<file path="src/hdl/phc_consts.vh">
// constants for the pll holdover control block
`ifndef PHC_CONSTS_VH
`define PHC_CONSTS_VH
// How it works
// - holdover holds the charge pump output in high impedance.
// - no holdover source works unless both holdover enable bits are set.
// - external control bit 0 picks automatic holdover, 1 picks the pin.
// - manual mode enters holdover on the alignment pin falling edge.
// - exit waits for pin high and the next reference edge.
// - without reference edges the charge pump stays high impedance until holdover is disabled.
// - feedback B counter resets on the exit edge; prescaler untouched.
// - automatic mode enters holdover when the sensed lock pin is low.
// - comparator disabled means lock pin is sensed as always high.
// - after exit, re-entry waits until the lock pin recharges high.
// - only the selected reference's edges end holdover, unless an enable bit is cleared.
// - lock counter code sets consecutive good cycles; 00 means five.
// - digital lock detector runs only while its disable bit is 0.
// - window bit 0 selects the high range lock window.
// - pin select 000100 puts current source lock detect on the pin.
// - lock holds until one cycle exceeds the wider unlock threshold.
// - current source charges only while lock flag true, else discharges.

// register indices, byte address is four times the index
`define PHC_IDX_LOCK_CFG 10'h018
`define PHC_IDX_LOCK_PIN 10'h01a
`define PHC_IDX_MON_PIN 10'h01b
`define PHC_IDX_REF_SEL 10'h01c
`define PHC_IDX_HOLD_CTRL 10'h01d
`define PHC_IDX_STATUS 10'h01f

// reset values
`define PHC_RST_LOCK_CFG 8'h00
`define PHC_RST_LOCK_PIN 8'h00
`define PHC_RST_MON_PIN 8'h00
`define PHC_RST_REF_SEL 8'h00
`define PHC_RST_HOLD_CTRL 8'h00

// holdover control fields
`define PHC_HO_EN_A 0
`define PHC_HO_EXT 1
`define PHC_HO_EN_B 2
`define PHC_HO_CMP_EN 3

// lock detect config fields
`define PHC_LD_DIS 3
`define PHC_LD_WIN 4
`define PHC_LD_CNT_LO 5
`define PHC_LD_CNT_HI 6
`define PHC_LD_CNT_CODE0 8'd5

// lock pin select field
`define PHC_LPS_HI 5
`define PHC_LPS_CS_MODE 6'h04

// reference select fields
`define PHC_REF_CHOICE 5
`define PHC_REF_USE_PIN 6

// status fields
`define PHC_ST_DLF 0
`define PHC_ST_HOLD 4
`define PHC_ST_SENSED 5
`define PHC_ST_BLOCK 7

`endif

</file>
<file path="src/hdl/phc_sync.v">
// two flop synchroniser, one bit per lane
`timescale 1ns/1ps
`default_nettype none
module phc_sync #(
	parameter W = 1,
	parameter [W-1:0] INIT = {W{1'b0}}
) (
	// clock and reset
	input wire pclk,
	input wire presetn,
	// lanes
	input wire [W-1:0] d_in,
	output wire [W-1:0] q_out
);
	reg [W-1:0] meta_reg;
	reg [W-1:0] safe_reg;

	always @(posedge pclk or negedge presetn) begin
		if (!presetn) begin
			meta_reg <= INIT;
			safe_reg <= INIT;
		end else begin
			meta_reg <= d_in;
			safe_reg <= meta_reg;
		end
	end

	assign q_out = safe_reg;
endmodule
`default_nettype wire

</file>
<file path="src/hdl/phc_lock_detect.v">
// digital lock detector with programmable consecutive count
`timescale 1ns/1ps
`default_nettype none
`include "phc_consts.vh"
module phc_lock_detect #(
	parameter DW = 8,
	parameter [DW-1:0] LOCK_THR_HI = 8'h20,
	parameter [DW-1:0] UNLOCK_THR_HI = 8'h40,
	parameter [DW-1:0] LOCK_THR_LO = 8'h08,
	parameter [DW-1:0] UNLOCK_THR_LO = 8'h10,
	parameter [7:0] CNT_CODE1 = 8'd16,
	parameter [7:0] CNT_CODE2 = 8'd64,
	parameter [7:0] CNT_CODE3 = 8'd255
) (
	// clock and reset
	input wire pclk,
	input wire presetn,
	// configuration
	input wire enable,
	input wire window_lo,
	input wire [1:0] cnt_code,
	// phase measurement
	input wire pfd_cycle,
	input wire [DW-1:0] phase_diff,
	// result
	output reg lock_flag
);
	reg [7:0] good_reg;
	reg [7:0] need;
	wire [DW-1:0] lock_thr;
	wire [DW-1:0] unlock_thr;

	// window bit low picks the high range
	assign lock_thr = window_lo ? LOCK_THR_LO : LOCK_THR_HI;
	assign unlock_thr = window_lo ? UNLOCK_THR_LO : UNLOCK_THR_HI;

	always @* begin
		case (cnt_code)
			2'b00: need = `PHC_LD_CNT_CODE0;
			2'b01: need = CNT_CODE1;
			2'b10: need = CNT_CODE2;
			default: need = CNT_CODE3;
		endcase
	end

	always @(posedge pclk or negedge presetn) begin
		if (!presetn) begin
			good_reg <= 8'h00;
			lock_flag <= 1'b0;
		end else if (!enable) begin
			good_reg <= 8'h00;
			lock_flag <= 1'b0;
		end else if (pfd_cycle) begin
			if (lock_flag) begin
				if (phase_diff > unlock_thr) begin
					lock_flag <= 1'b0;
					good_reg <= 8'h00;
				end
			end else if (phase_diff < lock_thr) begin
				if (good_reg + 8'h01 >= need) begin
					lock_flag <= 1'b1;
				end
				good_reg <= good_reg + 8'h01;
			end else begin
				good_reg <= 8'h00;
			end
		end
	end
endmodule
`default_nettype wire

</file>
<file path="src/hdl/phc_holdover.v">
// pll holdover control with apb register file
`timescale 1ns/1ps
`default_nettype none
`include "phc_consts.vh"
module phc_holdover #(
	parameter DW = 8
) (
	// clock and reset
	input wire pclk,
	input wire presetn,

	// apb slave
	input wire psel,
	input wire penable,
	input wire pwrite,
	input wire [11:0] paddr,
	input wire [31:0] pwdata,
	output wire pready,
	output wire pslverr,
	output reg [31:0] prdata,

	// reference path edges at the detector
	input wire primary_ref_input,
	input wire secondary_ref_input,
	input wire reference_choice_pin,

	// phase measurement for lock detect
	input wire pfd_cycle,
	input wire [DW-1:0] phase_diff,

	// alignment pin, active low
	input wire align_pin_n,

	// lock indicator pin and its comparator
	input wire lock_cmp_in,
	output reg lock_indicator_pin_out,
	output reg lock_indicator_pin_oe_n,
	output reg lock_src_on,

	// charge pump and divider control
	output wire charge_pump_hiz,
	output reg b_counter_reset,
	output wire digital_lock_flag
);

	//----------------------------------------
	// register file
	//----------------------------------------
	reg [7:0] lock_detect_config_reg;
	reg [7:0] lock_pin_select_reg;
	reg [7:0] ref_monitor_pin_select_reg;
	reg [7:0] reference_select_ctrl_reg;
	reg [7:0] holdover_ctrl_reg;

	wire [9:0] idx;
	wire hit;
	wire wr_en;
	wire rd_setup;
	reg [7:0] rd_mux;

	assign idx = paddr[11:2];
	assign hit = (idx == `PHC_IDX_LOCK_CFG) ||
		(idx == `PHC_IDX_LOCK_PIN) ||
		(idx == `PHC_IDX_MON_PIN) ||
		(idx == `PHC_IDX_REF_SEL) ||
		(idx == `PHC_IDX_HOLD_CTRL) ||
		(idx == `PHC_IDX_STATUS);

	// zero wait state slave
	assign pready = 1'b1;
	assign pslverr = psel & penable & ~hit;
	assign wr_en = psel & penable & pwrite & hit;
	assign rd_setup = psel & ~penable & ~pwrite;

	always @(posedge pclk or negedge presetn) begin
		if (!presetn) begin
			lock_detect_config_reg <= `PHC_RST_LOCK_CFG;
			lock_pin_select_reg <= `PHC_RST_LOCK_PIN;
			ref_monitor_pin_select_reg <= `PHC_RST_MON_PIN;
			reference_select_ctrl_reg <= `PHC_RST_REF_SEL;
			holdover_ctrl_reg <= `PHC_RST_HOLD_CTRL;
		end else if (wr_en) begin
			case (idx)
				`PHC_IDX_LOCK_CFG: begin
					lock_detect_config_reg <= pwdata[7:0];
				end
				`PHC_IDX_LOCK_PIN: begin
					lock_pin_select_reg <= pwdata[7:0];
				end
				`PHC_IDX_MON_PIN: begin
					ref_monitor_pin_select_reg <= pwdata[7:0];
				end
				`PHC_IDX_REF_SEL: begin
					reference_select_ctrl_reg <= pwdata[7:0];
				end
				`PHC_IDX_HOLD_CTRL: begin
					holdover_ctrl_reg <= pwdata[7:0];
				end
				default: begin
				end
			endcase
		end
	end

	//----------------------------------------
	// pin synchronisers
	//----------------------------------------
	wire align_s;
	wire cmp_s;
	reg align_prev_reg;

	phc_sync #(
		.W(2),
		.INIT(2'b11)
	) u_sync (
		.pclk(pclk),
		.presetn(presetn),
		.d_in({align_pin_n, lock_cmp_in}),
		.q_out({align_s, cmp_s})
	);

	always @(posedge pclk or negedge presetn) begin
		if (!presetn) begin
			align_prev_reg <= 1'b1;
		end else begin
			align_prev_reg <= align_s;
		end
	end

	//----------------------------------------
	// reference selection
	//----------------------------------------
	wire use_second;
	wire ref_edge;

	assign use_second = reference_select_ctrl_reg[`PHC_REF_USE_PIN] ?
		reference_choice_pin : reference_select_ctrl_reg[`PHC_REF_CHOICE];
	// only the active reference can end holdover
	assign ref_edge = use_second ? secondary_ref_input : primary_ref_input;

	//----------------------------------------
	// digital lock detector
	//----------------------------------------
	wire dlf;

	phc_lock_detect #(
		.DW(DW)
	) u_lock (
		.pclk(pclk),
		.presetn(presetn),
		.enable(~lock_detect_config_reg[`PHC_LD_DIS]),
		.window_lo(lock_detect_config_reg[`PHC_LD_WIN]),
		.cnt_code(lock_detect_config_reg[`PHC_LD_CNT_HI:`PHC_LD_CNT_LO]),
		.pfd_cycle(pfd_cycle),
		.phase_diff(phase_diff),
		.lock_flag(dlf)
	);

	assign digital_lock_flag = dlf;

	//----------------------------------------
	// lock indicator pin drive
	//----------------------------------------
	wire cs_mode;

	assign cs_mode = (lock_pin_select_reg[`PHC_LPS_HI:0] == `PHC_LPS_CS_MODE);

	always @(posedge pclk or negedge presetn) begin
		if (!presetn) begin
			lock_src_on <= 1'b0;
			lock_indicator_pin_out <= 1'b0;
			lock_indicator_pin_oe_n <= 1'b0;
		end else if (cs_mode) begin
			// source on while locked, short to ground otherwise
			lock_src_on <= dlf;
			lock_indicator_pin_out <= 1'b0;
			lock_indicator_pin_oe_n <= dlf;
		end else begin
			lock_src_on <= 1'b0;
			lock_indicator_pin_out <= dlf;
			lock_indicator_pin_oe_n <= 1'b0;
		end
	end

	//----------------------------------------
	// holdover state machine
	//----------------------------------------
	localparam [1:0] ST_RUN = 2'd0;
	localparam [1:0] ST_HOLD = 2'd1;
	localparam [1:0] ST_BLOCK = 2'd2;

	reg [1:0] state_reg;
	reg [1:0] state_next;
	reg b_reset_next;
	wire ho_enable;
	wire ext_mode;
	wire cmp_en;
	wire sensed_ld;
	wire align_fall;
	wire enter_man;
	wire enter_auto;
	wire enter_now;

	assign ho_enable = holdover_ctrl_reg[`PHC_HO_EN_A] &
		holdover_ctrl_reg[`PHC_HO_EN_B];
	assign ext_mode = holdover_ctrl_reg[`PHC_HO_EXT];
	assign cmp_en = holdover_ctrl_reg[`PHC_HO_CMP_EN];
	assign sensed_ld = cmp_en ? cmp_s : 1'b1;
	assign align_fall = align_prev_reg & ~align_s;
	assign enter_man = ho_enable & ext_mode & align_fall;
	assign enter_auto = ho_enable & ~ext_mode & ~sensed_ld;
	assign enter_now = (state_reg == ST_RUN) & (enter_man | enter_auto);

	always @* begin
		state_next = state_reg;
		b_reset_next = 1'b0;
		case (state_reg)
			ST_RUN: begin
				if (enter_man | enter_auto) begin
					state_next = ST_HOLD;
				end
			end
			ST_HOLD: begin
				if (!ho_enable) begin
					state_next = ST_RUN;
				end else if (ref_edge && (!ext_mode || align_s)) begin
					b_reset_next = 1'b1;
					if (ext_mode) begin
						state_next = ST_RUN;
					end else begin
						state_next = ST_BLOCK;
					end
				end
			end
			ST_BLOCK: begin
				if (!ho_enable || ext_mode || sensed_ld) begin
					state_next = ST_RUN;
				end
			end
			default: begin
				state_next = ST_RUN;
			end
		endcase
	end

	always @(posedge pclk or negedge presetn) begin
		if (!presetn) begin
			state_reg <= ST_RUN;
			b_counter_reset <= 1'b0;
		end else begin
			state_reg <= state_next;
			b_counter_reset <= b_reset_next;
		end
	end

	// high impedance from the entry cycle until the exit edge
	assign charge_pump_hiz = (state_reg == ST_HOLD) | enter_now;

	//----------------------------------------
	// read back
	//----------------------------------------
	wire [7:0] status_val;

	assign status_val = {
		(state_reg == ST_BLOCK),
		1'b0,
		sensed_ld,
		(state_reg == ST_HOLD),
		3'b000,
		dlf
	};

	always @* begin
		case (idx)
			`PHC_IDX_LOCK_CFG: rd_mux = lock_detect_config_reg;
			`PHC_IDX_LOCK_PIN: rd_mux = lock_pin_select_reg;
			`PHC_IDX_MON_PIN: rd_mux = ref_monitor_pin_select_reg;
			`PHC_IDX_REF_SEL: rd_mux = reference_select_ctrl_reg;
			`PHC_IDX_HOLD_CTRL: rd_mux = holdover_ctrl_reg;
			`PHC_IDX_STATUS: rd_mux = status_val;
			default: rd_mux = 8'h00;
		endcase
	end

	always @(posedge pclk or negedge presetn) begin
		if (!presetn) begin
			prdata <= 32'h0000_0000;
		end else if (rd_setup) begin
			prdata <= {24'h00_0000, rd_mux};
		end
	end

endmodule
`default_nettype wire

</file>
<file path="config.mk">
export PLATFORM = sky130hd
export DESIGN_NAME = phc_holdover
export DESIGN_NICKNAME = d
export VERILOG_FILES = /design/src/hdl/phc_sync.v /design/src/hdl/phc_lock_detect.v /design/src/hdl/phc_holdover.v
export VERILOG_INCLUDE_DIRS = /design/src /design/src/hdl
export SDC_FILE = /design/constraint.sdc
export NUM_CORES = 1
export LEC_CHECK = 0
export BUFFER_PORTS_ARGS = -buffer_cell sky130_fd_sc_hd__buf_4
export CAP_MARGIN = 30
export CORE_AREA = 2 2 94 96
export CTS_BUF_LIST = sky130_fd_sc_hd__clkbuf_4 sky130_fd_sc_hd__clkbuf_8
export DETAILED_ROUTE_END_ITERATION = 8
export DIE_AREA = 0 0 96 98
export PLACE_DENSITY = 0.68
export SLEW_MARGIN = 5
export SYNTH_ARGS = -nofsm -noshare
export SYNTH_HDL_FRONTEND = slang
export SYNTH_SLANG_ARGS = --single-unit
</file>
<file path="constraint.sdc">
create_clock -name pclk -period 4.2 [get_ports pclk]
set_input_delay 0.42 -clock pclk [delete_from_list [all_inputs] [get_ports pclk]]
set_output_delay 0.42 -clock pclk [all_outputs]
set_load 0.005 [all_outputs]
</file>
# --- Word level (Yosys, flattened, before mapping) ---
# Index checks and enable logic that the tools add are counted.
totals:
  ff_bits: 67
  input_bits: 63
  elab_cells: 105
op_classes:
  add_sub_neg: 1
  order_cmp: 3
  eq_ne: 15
  mux: 29
  bitwise_logic: 21
  n_reduce_logical: 21
ops:
  columns: ["cell", "n"]
  rows:
  - ["== test 10 x 5 -> 1 bit (second input constant)", 6]
  - ["one-hot mux 8 bit (6 select lines)", 1]
  - ["two-way mux 8 bit", 5]
  - ["one-hot mux 8 bit (3 select lines)", 1]
  - ["two-way mux 1 bit", 14]
  - ["bitwise AND 1 bit", 13]
  - ["AND reduction 2 bit", 6]
  - ["two-way mux 2 bit", 5]
  - ["adder 8 x 1 -> 8 bit (second input constant)", 1]
  - ["greater-or-equal comparator 8 bit", 1]
  - ["greater-than comparator 8 bit", 1]
  - ["logical OR 1 bit", 8]
  - ["less-than comparator 8 bit", 1]
  - ["two-way mux 7 bit", 1]
  - ["== test 6 x 3 -> 1 bit (second input constant)", 1]
  - ["two-way mux 6 bit", 1]
  - ["NOT 1 bit", 6]
  - ["one-hot mux 2 bit (3 select lines)", 1]
  - ["== test 2 x 1 -> 1 bit (second input constant)", 2]
  - ["== test 2 bit (second input constant)", 2]
  - ["zero test 2 bit", 2]
  - ["!= test 2 x 1 -> 1 bit (second input constant)", 2]
  - ["!= test 3 x 2 -> 1 bit (second input constant)", 1]
  - ["!= test 3 bit (second input constant)", 1]
  - ["other kinds (5)", 7]

# --- Depth between registers and ports, before layout ---
# Gate-level depths: netlist of the first run.
depth:
  word_depth: 8
  depth_mapped: 8

# --- Hierarchy ---
# From an unflattened synthesis of the first run, not the netlist that was laid out.
hier_totals:
  hier_cells: 357
  area_unflattened_um2: 3814.9
by_module_without_submodules:
  columns: ["mod", "instances", "cells_each", "area_each_um2", "seq_area_each_um2"]
  rows:
  - ["phc_holdover", 1, 252, 2825.2, 1352.5]
  - ["phc_lock_detect", 1, 101, 884.6, 225.2]
  - ["phc_sync", 1, 4, 105.1, 105.1]

# --- Worst setup path before layout of the first run ---
# No wires, ideal clock.
synth_timing:
  path_type: "input to register"
  start: "input port paddr[9]"
  end: "register reference_select_ctrl_reg[0]"
  setup_time_ns: 0.125
  t_arrival_ns: 1.877
  required_ns: 4.075
  path_slack_ns: 2.198
  cell_stages: 5
  n_path_buf: 1
  cell_sequence: "or4_4 > nor3_4 > and3_2 > buf_6 > mux2_2"
synth_between:
  elab_chain_len: 8
  elab_cells_between_ends: 13
  cone_classes: "eq/ne (6); bitwise (1); reduce/logical (6)"
synth_rtl:
  columns: ["item", "line_no", "text"]
  rows:
  - ["from (decl)", "phc_holdover.v:16", "input wire [11:0] paddr,"]
  - ["== test 10 x 5 -> 1 bit", null, null]
  - ["logical OR 1 bit (5 in a row)", "phc_holdover.v:62", "assign hit = (idx == `PHC_IDX_LOCK_CFG) ||"]
  - ["bitwise AND 1 bit", "phc_holdover.v:72", "assign wr_en = psel & penable & pwrite & hit;"]
  - ["AND reduction 2 bit (no line) *", null, null]
  - ["to (signal assigned)", "phc_holdover.v:80", "reference_select_ctrl_reg <= `PHC_RST_REF_SEL;"]
  - ["to (signal assigned)", "phc_holdover.v:94", "reference_select_ctrl_reg <= pwdata[7:0];"]
  - ["to (decl)", "phc_holdover.v:52", "reg [7:0] reference_select_ctrl_reg;"]
# Every way passes the cells marked *; elsewhere a longest branch is shown, timed or not.
# A chain may end at the register's enable or synchronous reset.

# --- Final worst setup path of the first run ---
layout_timing:
  start: "input port paddr[9]"
  end: "output port pslverr"
layout_between:
  elab_chain_len: 8
  elab_cells_between_ends: 13
  cone_classes: "eq/ne (6); bitwise (2); reduce/logical (5)"
layout_rtl:
  columns: ["item", "line_no", "text"]
  rows:
  - ["== test 10 x 5 -> 1 bit", null, null]
  - ["logical OR 1 bit (4 in a row)", "phc_holdover.v:62", null]
  - ["logical OR 1 bit *", "phc_holdover.v:62", null]
  - ["NOT 1 bit *", "phc_holdover.v:71", "assign pslverr = psel & penable & ~hit;"]
  - ["bitwise AND 1 bit *", "phc_holdover.v:71", null]
  - ["to (decl)", "phc_holdover.v:19", "output wire pslverr,"]
# Marked as above.

==> results of run 1 <==
[report_power, final]
| group | switching [uW] | total [uW] | leakage, uW | internal [uW] |
|---|---|---|---|---|
| sequential | 3.50 | 655 | 0.000918 | 651 |
| clock | 272 | 555 | 0.000101 | 283 |
| combinational | 54.6 | 91.5 | 0.00110 | 36.9 |
[metal layers]
metal,GRT usage,vias up
met5,0,-
met4,0.0725,0
met3,0.0285,11
met2,0.262,96
met1,0.258,1312
li1,-,1238
[cells in the final DEF, fill, tap and decap left out, types with 4 or more instances in the layout]
cell type	n
mux2_2	45
ha_1	15
nor4_1	4
conb_1	25
nand3_1	11
nand2b_1	7
dfrtp_1	62
o21ai_0	10
nand2_1	23
a22o_1	6
buf_4	51
inv_6	4
o2bb2ai_1	5
nor3b_1	4
mux2i_1	9
clkbuf_8	9
inv_1	14
a21oi_1	6
dfstp_2	5
nor2_1	15
[Yosys cell counts (5+ instances only)]
cell / number
ha_1: 15
o21ai_0: 10
nor2_1: 15
nand2b_1: 7
nand3_1: 11
a22o_1: 6
mux2i_1: 9
a21oi_1: 6
dfrtp_1: 62
nand2_1: 23
dfstp_2: 5
o2bb2ai_1: 5
mux2_2: 45
buf_4: 26
inv_1: 14
[how the worst max path moves through the flow]
stage	end	cells past startpoint	slack (ns)	from
finish	pslverr	5	2.07	paddr[9]
global route	pslverr	5	1.97	paddr[9]
CTS	pslverr	5	2.06	paddr[9]
detailed placement	reference_select_ctrl_reg[5]	5	1.89	paddr[9]
global placement	reference_select_ctrl_reg[0]	5	1.92	paddr[9]
floorplan	reference_select_ctrl_reg[0]	5	2.20	paddr[9]
[layout make-up]
class	instances	share of cell area
well taps	108	0.0319
inverters	14	0.0124
multi-input cells	236	0.420
clock inverters	7	0.0192
flip-flops and latches	67	0.397
clock buffers	9	0.0292
repair buffers	51	0.0903
[stage by stage]
stage	setup slack, ns	hold WS, ns
2_1_floorplan	2.20	0.124
3_3_place_gp	1.92	0.345
3_5_place_dp	1.89	0.347
4_1_cts	2.06	0.157
5_1_grt	1.97	0.154
6_report	2.07	0.171
[critical path, stage by stage]
cell and delay, ns:
buf_4 0.10, or4_4 0.56, nor4_1 0.38, nor2_1 0.09
buf_4 0.14
[cell families (layout without fill, tap and decap cells)]
logic type	count (synthesis)	count (layout)	share of synthesized area
and+or+nand+nor	87	87	0.129
DFF	67	67	0.457
muxes	55	55	0.168
AOI/OAI and AO/OA	49	49	0.0983
buffers and inverters	48	81	0.0823
adders and majority gates	15	15	0.0510
xor gates and xnor gates	5	5	0.0119
other	2	25	0.00204
==> reports/qor.txt, run 1 <==
Status: complete, no violations
I/O Pins: 103
First-pass GRT wire length: 12.8 mm
CTS Hold Buffers Added: 0
Sequential area share after synthesis: 0.457
Worst Tran Pin Value: 0.857 ns
Largest net degree at the start of global routing: 68
Setup Buffers After CTS: 0
Yosys warns: 0
Num CTS Buffers: 9
Fillers: 789
M1 WL: 3.62 mm
CP endpoint kind: output port
Reg2reg end: u_lock.good_reg[5]
Die area: 9410 sq um
Peak supply drop: 0.190 mV
Area grow syn2layout: 15.2%
Placed cell count: 476
Ys flop type: dfrtp_1
Routability congestion estimate: 0.856
Reg2Reg Launch Point: lock_detect_config_reg[4]
Critical path fanouts, max: 3
WL met3: 410 um
Share of the synthesized area in the top cell type: 0.422
Achievable Freq: 470 MHz
Pwr Total: 1300 uW
Startpoint types: input pin
Worst EP required: 3.78 ns
Area of the multi-input gates: 1780 sq um
Vias in the first global route: 2,552
Share of post-route cells with drive strength above 1: 0.331
RSZ-0062 raised after global routing: false
Max H-tree Level: 3
Unique cell type count in the Yosys netlist: 53
Critical Path AT: 1.71 ns
Met2 WL: 3.50 mm
Clock Latency Late Sink: 0.35 ns
Cell area after placement: 4030 sq um
# Max-Cap Violations: 0
Storage element area: 1680 sq um
Setup TNS: 0 ns
Register-to-Register Path Depth: 4
Initial antenna violation count: 0
Starting Density: 0.435
# setup viols final: 0
Post_cts resized: 0
GRT Total Usage: 0.177
Final Critical Period: 2.13 ns
Chip width: 96 um
DR top layer: met4
CTS Root Cell: clkbuf_8
Synth Instances: 328
Final hold vios: 0
Avg Cell Area, Syn: 11.2 sq um
Vias: 2,657
Slew HR: 0.428
Cell Area, Synth: 3680 sq um
Antenna cells: 0
Clk_skew: 0.0144 ns
GR Overflow Total: 0
Leakage: 0.00212 uW
CTS Sinks: 67
Layout Nets: 457
DP HPWL: 5.58 mm
Vias per std cell: 5.40
DRC: 0
Critical path class: in -> out
Longest Clk Path Bufs: 2
Number of standard cells in the final layout excluding fillers: 492
Fraction of registers with async set/reset: 1.00
Core area: 8470 sq um
Rows: 34
Detailed Routing Iterations Pass 1: 4
Die height: 98 um
Synth top area cells: dfrtp_1 42%, mux2_2 14%, buf_4 5.3%
Design Area, Final: 4240 sq um
Clk pin slew, worst setup/hold paths: 0.07 ns
Antenna viol nets, final: 0
Final Core Density: 0.501
Min-Delay Path Class: in -> async
Slew Viols, Final: 0
PortBufs: 51
Reg2Reg Setup Slack: 2.23 ns
Pwr Density: 307 nW/um^2
DRT iter0 DRCs: 199
Total wire length: 7.66 mm
Drt wl/cell: 15.6 um
CTS tree: done
Post-synth EDFFs: 0
Tcrit/Tclk final: 0.506
Synth Register Bits: 67
Cell taking the most area after synthesis: dfrtp_1
(Power assumes the default switching activity.)
==> inputs of run 2 (changes only) <==
PLACE_DENSITY = 0.71   (was 0.68)
clock period = 1.74 ns   (was 4.2 ns; I/O delays follow)
==> reports/qor.txt, run 2 (synthesis results as in run 1) <==
DRT iter0 DRCs: 126
Starting Density: 0.435
PortBufs: 51
Slew Viols, Final: 0
Psw: 831 uW
Max H-tree Level: 3
CP endpoint kind: flip-flop
Setup WS post-layout: -0.0494 ns
Layout Nets: 490
Final Core Density: 0.543
I/O Pins: 103
Die area: 9410 sq um
Most frequent cells in the layout: 79 x buf_4, 61 x dfrtp_1, 45 x mux2_2, 25 x conb_1, 23 x nand2_1
Vias: 2,739
Critical path class: reg -> reg
Storage element area: 1680 sq um
Clk_skew: 0.00750 ns
Most common cell after layout, fill and taps aside: buf_4
Initial antenna violation count: 0
RSZ-0062 raised after global routing: true
Combinational Power Share: 0.082
Critical Path AT: 2.03 ns
GRT Total Usage: 0.190
Drt wl/cell: 16.1 um
DRC: 0
Critical path fanouts, max: 3
Final Critical Period: 1.79 ns
Routability congestion estimate: 0.860
Vias per std cell: 5.22
Antenna cells: 0
Worst hold path depth: 2
Failing checks: setup timing
Reg2Reg Setup Slack: -0.05 ns
Flop pwr share: 0.493
Cell family with most CP delay: flip-flops
First-pass GRT wire length: 13.7 mm
Startpoint types: flip-flop
Vias in the first global route: 2,765
Pwr Total: 3210 uW
Num CTS Buffers: 9
Rows: 34
Clock Latency Late Sink: 0.35 ns
Detailed Routing Iterations Pass 1: 4
Core area: 8470 sq um
Die height: 98 um
Cell internal pwr: 2380 uW
Reg2Reg Launch Point: u_lock.good_reg[0]
Reg2reg end: u_lock.lock_flag
WHS: 0.0851 ns
Status: finished, violations left
Min-Delay Path Class: in -> reg
WHS Endpoint: reference_select_ctrl_reg[7]
Leakage: 0.00230 uW
Clk pin slew, worst setup/hold paths: 0.09 ns
Area grow syn2layout: 24.8%
Buf/Inv on CP: 0
CTS tree: done
Sequence of cells on the critical path: and3_1 -> and3_4 -> xor2_2 -> ha_1 -> a21oi_2 -> o21ai_1 -> a21oi_1 -> o2bb2ai_1
# Max-Cap Violations: 0
Fillers: 737
Area of the multi-input gates: 1860 sq um
Peak supply drop: 0.483 mV
Achievable Freq: 559 MHz
Pwr Density: 698 nW/um^2
Hold path start: pwdata[7]
Longest Clk Path Bufs: 2
Chip width: 96 um
Final hold vios: 0
GR Overflow Total: 0
Switching Share: 0.259
Register-to-Register Path Depth: 8
Clock power frac: 0.425
Worst EP required: 1.98 ns
Worst path slowest cell: dfrtp_1
Largest net degree at the start of global routing: 55
Antenna viol nets, final: 0
Tcrit/Tclk final: 1.03
Total wire length: 8.45 mm
CTS Sinks: 67
CP max stage delay: 0.44 ns
Share of post-route cells with drive strength above 1: 0.410
Setup TNS: -0.0494 ns
DP HPWL: 6.03 mm
# setup viols final: 1
CTS Root Cell: clkbuf_8
==> run 2: worst max path at each step <==
| stage | from | end | slack [ns] | depth (start not counted) |
|---|---|---|---|---|
| after floorplan | paddr[9] | reference_select_ctrl_reg[0] | 0.03 | 5 |
| after global placement | paddr[9] | reference_select_ctrl_reg[4] | -0.13 | 5 |
| after detailed placement | paddr[9] | lock_detect_config_reg[5] | -0.18 | 6 |
| after CTS | u_lock.good_reg[0] | u_lock.lock_flag | -0.06 | 8 |
| after global routing | u_lock.good_reg[0] | u_lock.lock_flag | -0.16 | 9 |
| final | u_lock.good_reg[0] | u_lock.lock_flag | -0.05 | 8 |
==> run 2: final cells by class <==
cell class | instances | area share
timing repair buffer | 84 | 0.142
clock buffer | 9 | 0.0270
inverter | 14 | 0.0114
multi-input combinational | 236 | 0.405
clock inverter | 7 | 0.0177
sequential | 67 | 0.367
tap | 108 | 0.0294
==> run 2: per-stage QoR <==
stage	cells	area, sq um	worst slack [ns]
4_1_cts	521	4510	-0.0599
5_1_grt	525	4590	-0.155
6_report	525	4590	-0.0494
2_1_floorplan	351	3770	0.0341
3_3_place_gp	502	4240	-0.126
3_5_place_dp	502	4240	-0.177
==> run 2: routing by layer <==
layer	wire [um]	global-route usage	vias to the layer above	part of all wire
met5	0	0	-	0
met4	187	0.0824	0	0.022
met3	439	0.0355	13	0.052
met2	4070	0.301	98	0.48
met1	3750	0.254	1327	0.44
li1	-	-	1301	-
==> run 2: what timing repair did <==
item	CTS	global route
hold buffers	3	0
gates resized for setup	9	10
setup buffers	0	4
hold endpoints to repair	56	0
pin swaps	9	3
cloned	0	0
setup endpoints to repair	7	10
==> run 2: power by group through the flow <==
stage,Combinational (uW),Clock (uW),Sequential [uW]
global placement,240,0,1610
finish,263,1360,1580
floorplan,132,0,1610
CTS,256,1390,1580
detailed placement,245,0,1610
global route,296,1460,1580
